`src/rtl/osc_stab_cfg.svh`:
```
/*
  Register offsets, reset values and threshold exponents for the
  oscillation stabilization counter and peripheral clock gate.
  Assumes inclusion by bare name from the package and the bench.
*/
// Functional notes
// - Status clears on reset, on the STOP instruction, and while the stop bit is 1.
// - Counting starts on crystal oscillator start, and on STOP mode release.
// - Flags set one at a time from the lowest and stay set until cleared.
// - Status bits 7 to 0 mark 2^8,9,10,11,13,15,17,18 crystal cycles elapsed.
// - A 3-bit select code 0 to 7 picks one of those eight stabilization times.
// - After oscillator start, clock use waits until the selected time elapses.
// - Counter stops at the selected time; flags beyond it never set.
// - Only real crystal clock edges advance the count; startup delay excluded.
// - Select register resets to code 7; its upper five bits read zero.
// - Status reads by bit or byte; software writes to it are ignored.
// - Select register takes only whole-byte writes.
// - Peripheral enable register resets to zero; takes bit or byte writes.
// - Enable bits: 7 timer/clock, 5 converter, 4 two-wire, 3/2 serial, 0 timer array.
// - A disabled peripheral has no clock, is held in reset, writes ignored.
// - An enabled peripheral gets its clock and accepts reads and writes.
// - Stop bit 0 runs the crystal oscillator, 1 stops it.
`ifndef OSC_STAB_CFG_SVH
`define OSC_STAB_CFG_SVH

`define ADDR_PERIPH_CLOCK_ENABLE 20'hF00F0
`define ADDR_STAB_COUNT_STATUS 20'hFFFA2
`define ADDR_STAB_TIME_SELECT 20'hFFFA3

`define RST_PERIPH_CLOCK_ENABLE 8'h00
`define RST_STAB_TIME_SELECT 3'h7

`define PER_BIT_RTC 7
`define PER_BIT_CONV 5
`define PER_BIT_TWI 4
`define PER_BIT_SER1 3
`define PER_BIT_SER0 2
`define PER_BIT_TIMER 0
`define PER_WRITABLE_MASK 8'hBD

`define STAB_SHIFT_0 8
`define STAB_SHIFT_1 9
`define STAB_SHIFT_2 10
`define STAB_SHIFT_3 11
`define STAB_SHIFT_4 13
`define STAB_SHIFT_5 15
`define STAB_SHIFT_6 17
`define STAB_SHIFT_7 18
`define STAB_COUNT_WIDTH 19

`endif

```
`src/rtl/osc_stab_pkg.sv`:
```
/*
  Types for the oscillation stabilization counter and peripheral gate.
  Assumes the constants header sits beside it.
*/
`include "osc_stab_cfg.svh"

package osc_stab_pkg;

  typedef struct packed {
    logic [19:0] addr;
    logic [7:0] wdata;
    logic wr;
    logic rd;
    logic bit_mode;
    logic [2:0] bit_sel;
  } reg_req_t;

  typedef enum logic [1:0] {
    CNT_IDLE,
    CNT_RUN,
    CNT_DONE
  } cnt_state_t;

endpackage : osc_stab_pkg

```
`src/rtl/osc_stab_gate.sv`:
```
/*
  Crystal oscillation stabilization counter with status and select
  registers, plus the peripheral clock enable register and its gating.
  Assumes a 10 MHz system clock, a crystal clock pin slower than half of
  it, and clock-control levels and STOP pulses from the same clock domain.
*/
// Chosen here: the address-and-strobe port.
`timescale 1ns/1ps

module osc_stab_gate
  import osc_stab_pkg::*;
#(
  parameter int CNT_W = `STAB_COUNT_WIDTH
) (
  // Clock and reset
  input wire logic clk_in,
  input wire logic rst_in,
  // Register port
  input wire reg_req_t req_in,
  output logic [7:0] rd_data_out,
  // Clock control
  input wire logic xtal_clk_in,
  input wire logic hs_osc_stop_in,
  input wire logic hs_osc_mode_select_in,
  input wire logic hs_external_clock_select_in,
  input wire logic stop_exec_in,
  input wire logic stop_release_in,
  output logic osc_ready_out,
  // Peripheral gating
  input wire logic [5:0] periph_wr_in,
  output logic [5:0] periph_clk_en_out,
  output logic [5:0] periph_rst_out,
  output logic [5:0] periph_wr_out
);

  localparam int SHIFTS [8] = '{`STAB_SHIFT_0, `STAB_SHIFT_1, `STAB_SHIFT_2, `STAB_SHIFT_3,
                                `STAB_SHIFT_4, `STAB_SHIFT_5, `STAB_SHIFT_6, `STAB_SHIFT_7};
  localparam int PER_BITS [6] = '{`PER_BIT_TIMER, `PER_BIT_SER0, `PER_BIT_SER1,
                                  `PER_BIT_TWI, `PER_BIT_CONV, `PER_BIT_RTC};
  localparam logic [7:0] PER_MASK = `PER_WRITABLE_MASK;

  if (CNT_W < `STAB_COUNT_WIDTH)
  begin : g_bad_width
    $error("osc_stab_gate: CNT_W cannot hold the longest threshold");
  end

  logic sync_a;
  logic sync_b;
  logic sync_c;
  logic xedge;
  logic stop_prev;
  logic start_evt;
  logic clear_evt;
  logic [2:0] sel;
  logic [7:0] per;
  logic [7:0] flags;
  logic [7:0] status;
  logic [7:0] allow;
  logic [CNT_W-1:0] count;
  logic [CNT_W-1:0] next_count;
  logic [CNT_W-1:0] thr_sel;
  logic step;
  cnt_state_t state;
  logic xtal_mode;
  logic sel_wr;
  logic sel_rd;
  logic per_wr;
  logic per_bit_wr;
  logic [7:0] bit_onehot;
  logic [5:0] per_used;

  always_ff @(posedge clk_in)
  begin
    if (rst_in)
    begin
      sync_a <= 1'b0;
      sync_b <= 1'b0;
      sync_c <= 1'b0;
    end
    else
    begin
      sync_a <= xtal_clk_in;
      sync_b <= sync_a;
      sync_c <= sync_b;
    end
  end

  assign xedge = sync_b && !sync_c;

  always_ff @(posedge clk_in)
  begin
    if (rst_in)
      stop_prev <= 1'b1;
    else
      stop_prev <= hs_osc_stop_in;
  end

  assign clear_evt = stop_exec_in || hs_osc_stop_in;

  assign xtal_mode = hs_osc_mode_select_in && !hs_external_clock_select_in;

  assign start_evt = !hs_osc_stop_in && !stop_exec_in && ((stop_prev && xtal_mode) || stop_release_in);

  always_comb
  begin
    thr_sel = '0;
    thr_sel[SHIFTS[sel]] = 1'b1;
  end

  always_comb
  begin
    for (int i = 0; i < 8; i++)
      allow[i] = (i <= int'(sel));
  end

  assign step = (state == CNT_RUN) && xedge;
  assign next_count = step ? count + 1'b1 : count;

  always_ff @(posedge clk_in)
  begin
    if (rst_in || start_evt)
      count <= '0;
    else
      count <= next_count;
  end

  always_ff @(posedge clk_in)
  begin
    if (rst_in || clear_evt)
      state <= CNT_IDLE;
    else if (start_evt)
      state <= CNT_RUN;
    else
    begin
      case (state)
        CNT_RUN:
          if (step && next_count >= thr_sel)
            state <= CNT_DONE;
        CNT_IDLE, CNT_DONE:
          state <= state;
        default:
          state <= CNT_IDLE;
      endcase
    end
  end

  always_ff @(posedge clk_in)
  begin
    if (rst_in || clear_evt || start_evt)
      osc_ready_out <= 1'b0;
    else if (state == CNT_RUN && step && next_count >= thr_sel)
      osc_ready_out <= 1'b1;
  end

  for (genvar g = 0; g < 8; g++)
  begin : g_flag
    stab_flag_cell #(
      .SHIFT(SHIFTS[g]),
      .CNT_W(CNT_W)
    ) u_cell (
      .clk_in(clk_in),
      .rst_in(rst_in),
      .clear_in(clear_evt),
      .step_in(step),
      .allow_in(allow[g]),
      .next_count_in(next_count),
      .flag_out(flags[g])
    );
  end

  always_comb
  begin
    for (int i = 0; i < 8; i++)
      status[7 - i] = flags[i];
  end

  assign sel_wr = req_in.wr && !req_in.bit_mode && req_in.addr == `ADDR_STAB_TIME_SELECT;
  assign sel_rd = req_in.rd && req_in.addr == `ADDR_STAB_TIME_SELECT;
  assign per_wr = req_in.wr && req_in.addr == `ADDR_PERIPH_CLOCK_ENABLE;
  assign per_bit_wr = per_wr && req_in.bit_mode;
  assign bit_onehot = 8'h01 << req_in.bit_sel;

  always_ff @(posedge clk_in)
  begin
    if (rst_in)
      sel <= `RST_STAB_TIME_SELECT;
    else if (sel_wr)
      sel <= req_in.wdata[2:0];
  end

  always_ff @(posedge clk_in)
  begin
    if (rst_in)
      per <= `RST_PERIPH_CLOCK_ENABLE;
    else if (per_wr)
    begin
      if (req_in.bit_mode)
        per[req_in.bit_sel] <= req_in.wdata[req_in.bit_sel] & PER_MASK[req_in.bit_sel];
      else
        per <= req_in.wdata & `PER_WRITABLE_MASK;
    end
  end

  always_ff @(posedge clk_in)
  begin
    if (rst_in || !req_in.rd)
      rd_data_out <= 8'h00;
    else
    begin
      case (req_in.addr)
        `ADDR_STAB_COUNT_STATUS:
          rd_data_out <= status;
        `ADDR_STAB_TIME_SELECT:
          rd_data_out <= {5'h00, sel};
        `ADDR_PERIPH_CLOCK_ENABLE:
          rd_data_out <= per;
        default:
          rd_data_out <= 8'h00;
      endcase
    end
  end

  assign per_used = {per[`PER_BIT_RTC], per[`PER_BIT_CONV], per[`PER_BIT_TWI],
                     per[`PER_BIT_SER1], per[`PER_BIT_SER0], per[`PER_BIT_TIMER]};

  always_ff @(posedge clk_in)
  begin
    if (rst_in)
      periph_clk_en_out <= 6'h00;
    else
    begin
      for (int i = 0; i < 6; i++)
        periph_clk_en_out[i] <= per[PER_BITS[i]];
    end
  end

  always_ff @(posedge clk_in)
  begin
    if (rst_in)
      periph_rst_out <= 6'h3F;
    else
    begin
      for (int i = 0; i < 6; i++)
        periph_rst_out[i] <= !per[PER_BITS[i]];
    end
  end

  always_ff @(posedge clk_in)
  begin
    if (rst_in)
      periph_wr_out <= 6'h00;
    else
    begin
      for (int i = 0; i < 6; i++)
        periph_wr_out[i] <= periph_wr_in[i] && per[PER_BITS[i]];
    end
  end
endmodule : osc_stab_gate

```
`src/rtl/stab_flag_cell.sv`:
```
/*
  One sticky stabilization flag that sets when the count reaches 2^SHIFT.
  Assumes next_count_in and step_in come from the same clock domain.
*/
`timescale 1ns/1ps

module stab_flag_cell #(
  parameter int SHIFT = 8,
  parameter int CNT_W = 19
) (
  // Clock and reset
  input wire logic clk_in,
  input wire logic rst_in,
  // Control
  input wire logic clear_in,
  input wire logic step_in,
  input wire logic allow_in,
  input wire logic [CNT_W-1:0] next_count_in,
  // Flag
  output logic flag_out
);

  localparam logic [CNT_W-1:0] THRESHOLD = {{(CNT_W-1){1'b0}}, 1'b1} << SHIFT;

  if (SHIFT >= CNT_W)
  begin : g_bad_shift
    $error("stab_flag_cell: SHIFT too large for CNT_W");
  end

  always_ff @(posedge clk_in)
  begin
    if (rst_in || clear_in)
      flag_out <= 1'b0;
    else if (step_in && allow_in && next_count_in == THRESHOLD)
      flag_out <= 1'b1;
  end

endmodule : stab_flag_cell

```
`config.mk`:
```
export PLATFORM = sky130hd
export DESIGN_NAME = osc_stab_gate
export DESIGN_NICKNAME = d
export VERILOG_FILES = /design/src/rtl/osc_stab_pkg.sv /design/src/rtl/osc_stab_gate.sv /design/src/rtl/stab_flag_cell.sv
export VERILOG_INCLUDE_DIRS = /design/src /design/src/rtl
export SDC_FILE = /design/constraint.sdc
export NUM_CORES = 1
export LEC_CHECK = 0
export BUFFER_PORTS_ARGS = -buffer_cell sky130_fd_sc_hd__buf_2
export CAP_MARGIN = 20
export CORE_MARGIN = 8
export CORE_UTILIZATION = 50
export CTS_CLUSTER_DIAMETER = 80
export DETAILED_ROUTE_END_ITERATION = 6
export PLACE_DENSITY = 0.83
export SYNTH_ARGS = -nofsm -noshare
export SYNTH_HDL_FRONTEND = slang
export SYNTH_SLANG_ARGS = --single-unit
```
`constraint.sdc`:
```
create_clock -name clk_in -period 4.8 [get_ports clk_in]
set_clock_uncertainty 0.2 [all_clocks]
set_input_delay 0.24 -clock clk_in [delete_from_list [all_inputs] [get_ports clk_in]]
set_output_delay 0.24 -clock clk_in [all_outputs]
set_load 0.01 [all_outputs]
```
==> summary.md, run 1 <==
| Metric | Value |
|---|---|
| Final Hold Fails | 0 |
| Cells along the critical path | nand4bb_1 > or3_1 > nor3_1 > xnor2_1 > inv_1 > ha_1 > and3_1 > and3_1 > nand2_1 > o211ai_1 > a311oi_1 > o21ai_0 > o2111ai_1 > a21o_1 |
| Hold Path Class | in -> reg |
| Min Hold Slack | 48.0 ps |
| Max cap viols | 0 |
| Worst-path clk slew | 80 ps |
| Worst Path Required | 4850 ps |
| Clk sinks | 71 |
| Die Y-Extent | 101 µm |
| Grt ovf | 0 |
| Most common cell after layout, fill and taps aside | buf_2 |
| First-pass GRT wire length | 14100 µm |
| Min Tclk post-route | 4120 ps |
| DRT Pass-1 Iters | 5 |
| Seq/Total Area, Yosys | 39.3% |
| Critical path class | reg -> reg |
| Final setup violation count | 0 |
| Data arrival, critical path | 4170 ps |
| DRT Wirelength | 8630 µm |
| Routed via count | 3359 |
| Starting Density | 50.6% |
| CTS tree | done |
| Setup bufs post-CTS | 0 |
| Synth Flop Type | dfxtp_1 |
| Initial antenna violation count | 0 |
| DP HPWL | 6480 µm |
| Startpoint types | flip-flop |
| Synthesized area per cell | 8.46 µm² |
| Crit path capture type | flip-flop |
| Area post-placement | 0.00405 mm² |
| Max-slew violations | 0 |
| GPL Wtd Cong | 0.920 |
| Reg2reg start | state[1]$_SDFFE_PP0P_ |
| Die Area | 0.0102 mm² |
| Root Driver | clkbuf_8 |
| Drt initial violations | 195 |
| Setup TNS | 0 ps |
| PostCTS Resize Cnt | 0 |
| Slew headroom | 32.5% |
| Fin nets | 574 |
| Hold Crit Start | req_in[6] |
| Chip width | 101 µm |
| Core Box Area | 0.00714 mm² |
| Period utilisation layout | 85.9% |
| Max frequency | 242 MHz |
| Slowest library cell on the worst path | or3_1 |
| Synthesized instance count | 427 |
| Mapped Area | 0.00361 mm² |
| Worst Hold End | sel[0]$_SDFFE_PP1P_ |
| R2r setup slk | 680 ps |
| Layout Cells excl Fill | 613 |
| R2R Path End | state[0]$_SDFFE_PP0P_ |
| Yosys reg bits | 71 |
| Final antenna-violating net count | 0 |
| Ys Warns | 0 |
| CP max FO | 10 |
| Clock latency on the worst-skew pair | 360 ps |
| Placed cells | 588 |
| Crit-path max cell delay | 640 ps |
| Cell Rows | 31 |
| VDD IR max | 0.161 mV |
| Fillers | 618 |
| PD cells | 261 mW/mm² |
| PortBufs | 73 |
| Most frequent cells in the layout | buf_2, dfxtp_1, nor2_1 |
| Min-Delay Path Depth | 4 |
| Area share of the largest cell type after synthesis | 39.3% |
| Num ports | 75 |
| EDFF count, synth | 0 |
| Ant diodes | 0 |
| Status | finished, final reports clean |
| GRT Total Usage | 17.1% |
| Most used cell, CP | and3_1 |
| Post-layout instance area | 0.00433 mm² |
| DRC | 0 |
| Largest net degree at the start of global routing | 26 |
| Fraction of registers with async set/reset | 0% |
| Vias in the first global route | 3149 |
| CTS Hold Bufs | 9 |
| Unrepaired setup endpoints after global routing | false |
| Post-synth cell types | 60 |
| Clk buf depth | 2 |
| Cell depth of the worst flop-to-flop path | 14 |
| Synth area leaders | dfxtp_1, ha_1, nor2_1 |
| H-tree depth | 3 |
| Layout cell share with drive strength beyond 1 | 19.5% |
| Largest area contributor in the netlist | dfxtp_1 |
| DR WL/cell | 14.1 µm |
| Layout area overhead | 19.9% |
| DR vias/cell | 5.48 |
| Total CTS buffers | 9 |
| Worst Max-Slew Pin Slew | 1010 ps |
| Pleak | 1.88 nW |
registers in the layout, indices dropped and copies added (netlist names), 3 cells and up:
register                flops
periph_rst_out              6
sel                         3
rd_data_out                 8
g_flag.u_cell.flag_out      8
periph_clk_en_out           6
count                      19
periph_wr_out               6
per                         8
Yosys cell counts (3+ instances only):
library cell	number
xnor2_1	11
nor4_1	5
o2111ai_1	3
nand3_1	15
nand2_1	39
a211o_1	5
nor3_1	14
or3_1	6
or4_1	3
nand3b_1	6
nor2b_1	21
nor2_1	42
and2_1	10
nand4_1	9
a211oi_1	3
ha_1	17
a222oi_1	3
clkbuf_1	16
nor3b_1	6
inv_1	19
dfxtp_1	71
nand2b_1	8
and3_1	3
o21ai_0	18
a22oi_1	10
xor2_1	5
a21oi_1	13
worst max-delay path by stage:
stage / start / to / slack (ps)
6_report: state[1]$_SDFFE_PP0P_ / state[0]$_SDFFE_PP0P_ / 680
5_1_grt: state[1]$_SDFFE_PP0P_ / state[1]$_SDFFE_PP0P_ / 300
4_1_cts: state[1]$_SDFFE_PP0P_ / state[0]$_SDFFE_PP0P_ / 700
3_5_place_dp: state[1]$_SDFFE_PP0P_ / state[0]$_SDFFE_PP0P_ / 730
3_3_place_gp: state[1]$_SDFFE_PP0P_ / state[1]$_SDFFE_PP0P_ / 810
2_1_floorplan: count[0]$_SDFF_PP0_ / osc_ready_out$_SDFFE_PP0P_ / 1320
layer usage:
layer / GRT usage (%) / wire length (µm) / vias up
met5: 0 / 0 / -
met4: 6.87 / 161 / 0
met3: 4.42 / 655 / 17
met2: 30.7 / 4310 / 119
met1: 18.6 / 3500 / 1552
li1: - / - / 1671
critical path, delay by kind of cell (launching register included):
family | cells | cell delay [ps]
buffers and inverters | 1 | 90
XOR/XNOR | 1 | 250
flip-flops | 1 | 330
AO/OA/AOI/OAI | 5 | 1000
AND/OR/NAND/NOR | 6 | 1850
adder cells (fa/ha/maj) | 1 | 300
kinds of logic after synthesis:
kind of cell	Yosys count	share of synthesized area (%)
AND/OR/NAND/NOR	201	30.2
AO/OA/AOI/OAI	78	15.1
flip-flops	71	39.3
buffers and inverters	40	4.64
adder cells (fa/ha/maj)	17	5.89
XOR/XNOR	17	4.33
other	2	0.208
multiplexers	1	0.277
metrics by stage:
step           total power [mW]  util [%]  setup slack, ps
3_5_place_dp              0.665      56.7              728
3_3_place_gp              0.662      56.7              810
4_1_cts                    1.14      60.7              697
5_1_grt                    1.17      60.7              301
6_report                   1.13      60.7              676
2_1_floorplan             0.637         -             1320
cell type report:
| type | instances | area [µm²] | area share (%) |
|---|---|---|---|
| multi-input combinational | 325 | 2060 | 47.5 |
| sequential | 71 | 1420 | 32.8 |
| timing repair buffer | 83 | 463 | 10.7 |
| clock buffer | 9 | 124 | 2.86 |
| tap | 99 | 124 | 2.86 |
| clock inverter | 7 | 71.3 | 1.65 |
| inverter | 19 | 71.3 | 1.65 |
power by group:
part	switching [mW]	total [mW]	internal (mW)
Clock	0.265	0.471	0.206
Sequential	0.000660	0.591	0.590
Combinational	0.0351	0.0668	0.0318
(Power assumes the default switching activity.)
==> run 2, diff against run 1 <==
PLACE_DENSITY = 0.82   (was 0.83)
SYNTH_HIERARCHICAL = 1   (was default)
==> run 2 against run 1 <==
  * Hold slack lost 1.4 ps
  * Synthesized cell count grew 8.9%
  * Clock power is 2% lower
  * Via count grew 15%
  * Global-route usage up 1.6 points
  * Wire length increased by 20%
  * Sequential power is essentially flat
  * Maximum frequency is 5.9% higher
  * Die area is 9.0% higher
  * Critical path depth fell by 1
  * Setup slack better by 230 ps
  * Combinational power is 19% higher
  * Highest routed layer unchanged
==> summary.md, run 2 <==
| Metric | Value |
|---|---|
| Status | finished, final reports clean |
| Seq pwr share | 52.3% (about the same) |
| EDFF count, synth | 0 (unchanged) |
| Initial antenna violation count | 0 (unchanged) |
| Worst Path Required | 4890 ps (+40 ps) |
| Clk buf depth | 2 (unchanged) |
| Data arrival, critical path | 3990 ps (-180 ps) |
| DRC | 0 (unchanged) |
| Num ports | 75 (unchanged) |
| Hold Path Class | in -> reg |
| Net Sw Frac | 23.7% (-2.9 points) |
| Max cap viols | 0 (unchanged) |
| Clock power share | 40.7% (-1.0 points) |
| Grt ovf | 0 (unchanged) |
| Ant diodes | 0 (unchanged) |
| Post-layout util | 62.8% (+2.1 points) |
| Period utilisation layout | 81.1% (-4.8 points) |
| Fraction of registers with async set/reset | 0% (unchanged) |
| Fin nets | 636 (+11%) |
| CP max FO | 18 (+8) |
| H-tree depth | 3 (unchanged) |
| Die Area | 0.0111 mm² (+9.0%) |
| First-pass GRT wire length | 17600 µm (+25%) |
| Unrepaired setup endpoints after global routing | false |
| CTS tree | done |
| Worst-path clk slew | 80 ps (about the same) |
| Drt initial violations | 238 (+22%) |
| Worst Max-Slew Pin Slew | 958 ps (-47.1 ps) |
| Final setup violation count | 0 (unchanged) |
| Most frequent cells in the layout | buf_2, dfxtp_1, nor2_1 |
| Largest area contributor in the netlist | dfxtp_1 |
| GRT Total Usage | 18.7% (+1.6 points) |
| Setup TNS | 0 ps (unchanged) |
| Mapped Area | 0.00400 mm² (+11%) |
| Routed via count | 3852 (+15%) |
| Root Driver | clkbuf_8 |
| DRT Wirelength | 10400 µm (+20%) |
| Area share of the largest cell type after synthesis | 35.5% (-3.8 points) |
| Register Area | 0.00142 mm² (unchanged) |
| Pwr Total | 1.13 mW (+0.20%) |
| Synthesized area per cell | 8.60 µm² (+1.7%) |
| Core Box Area | 0.00773 mm² (+8.3%) |
| Cell Rows | 32 (+3.2%) |
| Synth Flop Type | dfxtp_1 |
| Synthesized instance count | 465 (+8.9%) |
| Seq/Total Area, Yosys | 35.5% (-3.8 points) |
| Synth top cells by count | dfxtp_1, nor2_1, nand2_1, nor2b_1 |
| DRT Pass-1 Iters | 4 (-1) |
| Chip width | 105 µm (+4.4%) |
| Min Tclk post-route | 3900 ps (-229 ps) |
| Max-slew violations | 0 (unchanged) |
| Multi-input logic area | 0.00247 mm² (+20%) |
| GPL Wtd Cong | 0.869 (-5.6%) |
| Layout cell share with drive strength beyond 1 | 23.1% (+3.6 points) |
| Pleak | 2.09 nW (+11%) |
| Vias in the first global route | 3738 (+19%) |
| VDD IR max | 0.172 mV (+6.6%) |
| Final antenna-violating net count | 0 (unchanged) |
| Final Worst Setup Slack | 905 ps (+229 ps) |
| Dominant cell by count in the synthesized netlist | dfxtp_1 |
| Die Y-Extent | 105 µm (+4.4%) |
| DR WL/cell | 15.4 µm (+9.5%) |
| Max reg flops | 19 (unchanged) |
| Synth area leaders | dfxtp_1, ha_1, nor2b_1 |
| Area post-placement | 0.00458 mm² (+13%) |
| Ys Warns | 6 (+6) |
| Pre-CTS setup slack | 985 ps (+256 ps) |
| Max frequency | 257 MHz (+5.9%) |
| Post-synth cell types | 58 (-3.3%) |
| Startpoint types | flip-flop |
| Starting Density | 51.7% (+1.1 points) |
| Most common cell after layout, fill and taps aside | buf_2 |
| DR vias/cell | 5.72 (+4.3%) |
| Layout area overhead | 21.4% |
| PortBufs | 73 (unchanged) |
| Post-layout instance area | 0.00486 mm² (+12%) |
| Yosys reg bits | 71 (unchanged) |
| Clock latency on the worst-skew pair | 340 ps (-20 ps) |
| Largest Register | count |
| Slew headroom | 35.7% (+3.2 points) |
| Combinational share of power | 7.0% (+1.1 points) |
| Largest net degree at the start of global routing | 33 (+27%) |
| Setup bufs post-CTS | 0 (unchanged) |
| Crit path capture type | flip-flop |
| PD cells | 233 mW/mm² (-11%) |
| Pint | 862 µW (+4.1%) |
| Fillers | 645 (+4.4%) |
| Final Hold Fails | 0 (unchanged) |
| Critical path class | reg -> reg |
| Total CTS buffers | 9 (unchanged) |
| DP HPWL | 7600 µm (+17%) |
| Clk sinks | 71 (unchanged) |
| Net Switching | 269 µW (-11%) |
==> run 2: cell count changes in the layout (fill, tap and decap cells not counted), moves of 7 or more <==
cell,previous run,this run
buf_4,1,15
nand2_1,39,26
nand4_1,9,16
nor4_1,5,18
nor4_2,1,8
nor4b_2,0,8
o21ai_1,2,9
==> run 2: per-stage QoR <==
step | instances | hold slack [ps]
2_1_floorplan | 475 | 144
3_3_place_gp | 650 | 231
3_5_place_dp | 650 | 233
4_1_cts | 674 | 32.4
5_1_grt | 674 | 70.8
6_report | 674 | 46.6
==> run 2: path summary, 6_finish.rpt <==
kind	depth (start not counted)	end	slack, ps	from
worst max-delay path	13	state[0]$_SDFFE_PP0P_	900	state[1]$_SDFFE_PP0P_
worst min-delay path	3	rd_data_out[0]$_SDFF_PP0_	50	req_in[14]
worst max register to register	13	state[0]$_SDFFE_PP0P_	900	state[1]$_SDFFE_PP0P_
worst min register to register	1	sync_b$_SDFF_PP0_	250	sync_a$_SDFF_PP0_
==> run 2: worst max-delay path: stages, from the launching register on <==
cell	delay, ps
dfxtp_1	340
and4bb_1	260
buf_4	210
nand4_1	120
buf_4	200
or4_4	530
xnor2_2	130
buf_4	210
ha_1	260
a211oi_1	250
o21bai_1	110
a21o_1	180
a221oi_1	580
a31o_2	260
==> run 2: cells by family (layout without fill, tap and decap cells) <==
logic type / after synthesis / count (layout) / share of synthesized area [%]
xor+xnor: 18 / 18 / 4.13
other cells: 2 / 12 / 0.188
simple gates: 241 / 241 / 38.0
buf+inv: 36 / 133 / 3.54
fa+ha+maj: 20 / 20 / 6.26
flops: 71 / 71 / 35.5
mux: 2 / 2 / 0.532
compound gates: 75 / 75 / 11.9
==> run 2: repair_timing <==
item                                   in CTS  in global routing
hold buffers                                9                  0
gates resized for setup                     0                  0
endpoints found under the hold margin       9                  0
==> run 2: metal layers <==
layer	track usage, %	share of wire (%)	vias up
li1	-	-	1884
met2	31.9	49	122
met3	4.81	6.5	22
met4	7.24	2.0	0
met1	21.8	43	1824
met5	0	0	-
==> run 2: final cells by class <==
class	count	share of cell area [%]
Clock buffer	9	2.55
Tap cell	102	2.63
Inverter	21	1.62
Sequential cell	71	29.3
Clock inverter	6	1.29
Multi-Input combinational cell	368	50.9
Timing Repair Buffer	97	11.7
==> run 2: power by group through the flow <==
stage / registers, mW / logic, mW / clock network, mW
4_1_cts: 0.591 / 0.0782 / 0.468
5_1_grt: 0.591 / 0.0890 / 0.491
6_report: 0.591 / 0.0792 / 0.461
2_1_floorplan: 0.605 / 0.0422 / 0
3_3_place_gp: 0.605 / 0.0698 / 0
3_5_place_dp: 0.605 / 0.0720 / 0
==> run 3, diff against run 2 <==
ABC_AREA = 1   (was default)
PLACE_DENSITY = 0.81   (was 0.82)
clock period = 3.6 ns   (was 4.8 ns; I/O delays follow)
==> run 3 against run 2 <==
  * Combinational power up 50%
  * Count of clock-buffer cells in the layout is 1 higher
  * Register-to-register slack got worse by 520 ps
  * Sequential share of layout area is 3.4 points lower
  * Die area rose by 11%
  * Via count increased by 22%
  * Wire length increased by 14%
  * First-iteration DRC count is 29% higher
  * Clock power up 38%
  * Critical path type unchanged
  * Largest cell class unchanged
  * Largest power group unchanged
==> summary.md, run 3 <==
| Metric | Value |
|---|---|
| H-tree depth | 3 (unchanged) |
| Die Y-Extent | 111 µm (+5.3%) |
| Seq/Total Area, Yosys | 31.5% (-4.1 points) |
| EDFF count, synth | 0 (unchanged) |
| Period utilisation layout | 89.3% (+8.2 points) |
| Max reg flops | 19 (unchanged) |
| Largest net degree at the start of global routing | 26 (-21%) |
| DRT Wirelength | 11800 µm (+14%) |
| Worst Path Required | 3630 ps (-1260 ps) |
| Initial antenna violation count | 0 (unchanged) |
| Max cap viols | 0 (unchanged) |
| Largest Register | count |
| Starting Density | 51.8% (about the same) |
| Multi-input logic area | 0.00266 mm² (+7.7%) |
| Fraction of registers with async set/reset | 0% (unchanged) |
| Die Area | 0.0123 mm² (+11%) |
| Dominant cell by count in the synthesized netlist | nor2_1 |
| Post-synth cell types | 40 (-31%) |
| Yosys reg bits | 71 (unchanged) |
| Crit path capture type | flip-flop |
| DR vias/cell | 4.91 (-14%) |
| Min Tclk post-route | 3220 ps (-680 ps) |
| CP endpoint | state[0]$_SDFFE_PP0P_ |
| Synth top cells by count | nor2_1, nand2_1, inv_1, dfxtp_1, nand3_1 |
| Ys Warns | 6 (unchanged) |
| DP HPWL | 8780 µm (+16%) |
| Synth Flop Type | dfxtp_1 |
| GPL Wtd Cong | 0.915 (+5.3%) |
| Core Box Area | 0.00872 mm² (+13%) |
| Layout Cells excl Fill | 957 (+42%) |
| DRC | 0 (unchanged) |
| Clock latency on the worst-skew pair | 340 ps (about the same) |
| Final Hold Fails | 0 (unchanged) |
| Register Area | 0.00142 mm² (unchanged) |
| VDD IR max | 0.162 mV (-5.8%) |
| Largest area contributor in the netlist | dfxtp_1 |
| Final setup violation count | 0 (unchanged) |
| Fillers | 795 (+23%) |
| Reg2reg start | state[0]$_SDFFE_PP0P_ |
| R2R Path End | state[0]$_SDFFE_PP0P_ |
| Routed via count | 4702 (+22%) |
| Cell depth of the worst flop-to-flop path | 21 (+8) |
| DR WL/cell | 12.4 µm (-20%) |
| Setup TNS | 0 ps (unchanged) |
| Crit. Startpoint | state[0]$_SDFFE_PP0P_ |
| Cell Rows | 34 (+6.3%) |
| GRT Total Usage | 18.7% (+0.046 points) |
| Hold Path Class | in -> reg |
| Clk buf depth | 2 (unchanged) |
| PostCTS Resize Cnt | 0 (unchanged) |
| Data arrival, critical path | 3250 ps (-740 ps) |
| Layout cell share with drive strength beyond 1 | 17.9% (-5.2 points) |
| Most common cell after layout, fill and taps aside | nor2_1 |
| Slew headroom | 41.7% (+6.1 points) |
| Layout area overhead | 21.5% (about the same) |
| Grt ovf | 0 (unchanged) |
| Placed cells | 923 (+42%) |
| Most frequent cells in the layout | nor2_1, nand2_1, inv_1 |
| Num ports | 75 (unchanged) |
| Total CTS buffers | 9 (unchanged) |
| Ant diodes | 0 (unchanged) |
| First-pass GRT wire length | 19600 µm (+11%) |
| Worst Max-Slew Pin Slew | 868 ps (-90.2 ps) |
| Status | finished, final reports clean |
| Max-slew violations | 0 (unchanged) |
| Synth area leaders | dfxtp_1, nor2_1, nand2_1 |
| CTS tree | done |
| Clk sinks | 71 (unchanged) |
| DRT Pass-1 Iters | 5 (+1) |
| Synthesized instance count | 726 (+56%) |
| Mapped Area | 0.00451 mm² (+13%) |
| Chip width | 111 µm (+5.3%) |
| Pleak | 2.70 nW (+29%) |
| Max frequency | 311 MHz (+21%) |
| Synthesized area per cell | 6.22 µm² (-28%) |
| Final antenna-violating net count | 0 (unchanged) |
| Post-layout util | 62.9% (about the same) |
| Area share of the largest cell type after synthesis | 31.5% (-4.1 points) |
| CP max FO | 14 (-4) |
| Worst-path clk slew | 80 ps (about the same) |
| PortBufs | 73 (unchanged) |
| Drt initial violations | 308 (+29%) |
| Startpoint types | flip-flop |
| Unrepaired setup endpoints after global routing | false |
| Vias in the first global route | 4372 (+17%) |
| Fin nets | 912 (+43%) |
| R2r setup slk | 380 ps (-520 ps) |
| PD cells | 281 mW/mm² (+21%) |
| Root Driver | clkbuf_8 |
| Critical path class | reg -> reg |
## run 3: cell count changes after synthesis, moves of 14 or more
cell / change
nor4_1: -16
nor2_1: +133
nand2b_1: -14
nor2b_1: -25
nand3_1: +16
inv_1: +89
nand2_1: +142
## run 3: per-stage QoR
| stage | total power [mW] | setup slack, ps | hold WS (ps) | area (µm²) |
|---|---|---|---|---|
| global placement | 0.906 | 547 | 180 | 5110 |
| CTS | 1.55 | 372 | 3.02 | 5490 |
| global route | 1.60 | 15.3 | 23.1 | 5490 |
| detailed placement | 0.908 | 488 | 191 | 5110 |
| floorplan | 0.867 | 900 | 87.0 | 4550 |
| finish | 1.54 | 385 | 21.9 | 5490 |
## run 3: kinds of logic after synthesis
logic type               synth area share [%]
AND/OR/NAND/NOR                          43.6
buffers and inverters                    10.3
flip-flops                               31.5
AO/OA/AOI/OAI                            7.57
adder cells (fa/ha/maj)                  5.54
XOR/XNOR                                 1.36
other                                   0.166
## run 3: layout make-up
type	instances	share of cell area, %
inverter	113	7.76
timing repair buffer	104	11.7
tap	108	2.46
clock inverter	6	1.25
clock buffer	10	2.33
sequential	71	25.9
multi-input combinational	545	48.6
## run 3: what timing repair did
item,in CTS,in global routing
hold endpoints to repair,22,0
hold buffers,18,0
setup buffers,0,0
## run 3: power by group
part	leakage, nW	internal (mW)	switching (mW)
logic	2.03	0.0506	0.0680
clock network	0.0968	0.324	0.313
registers	0.573	0.787	0.000548
## run 3: how the worst min path moves through the flow
stage	start	to	slack, ps	cells after the start
after global placement	xtal_clk_in	sync_a$_SDFF_PP0_	180	3
after floorplan	xtal_clk_in	sync_a$_SDFF_PP0_	90	2
final	req_in[4]	rd_data_out[2]$_SDFF_PP0_	20	3
after global routing	req_in[4]	rd_data_out[2]$_SDFF_PP0_	20	3
after detailed placement	xtal_clk_in	sync_a$_SDFF_PP0_	190	3
after CTS	req_in[4]	rd_data_out[4]$_SDFF_PP0_	3	3
## run 3: layer usage
layer / wire, µm / share of wire [%] / track usage [%]
met1: 5400 / 46 / 23.1
met2: 5560 / 47 / 31.5
met3: 668 / 5.6 / 3.57
met4: 216 / 1.8 / 6.67
met5: 0 / 0 / 0
## run 3: critical path, stage by stage (launching register included)
cell and delay [ps]:
dfxtp_1 330, inv_1 60, nor2_2 130, nand2_2 160
clkinv_2 210, nand3_4 110, inv_2 80, nand2_2 90
nor2_4 120, nand2_1 70, xor2_1 220, inv_1 130
ha_1 300, nand2_1 60, nor2_1 170, nand3_1 100
nor2_1 120, nor2_1 50, nand3_1 130, nand2_1 120
nand2_1 80, a21oi_1 60
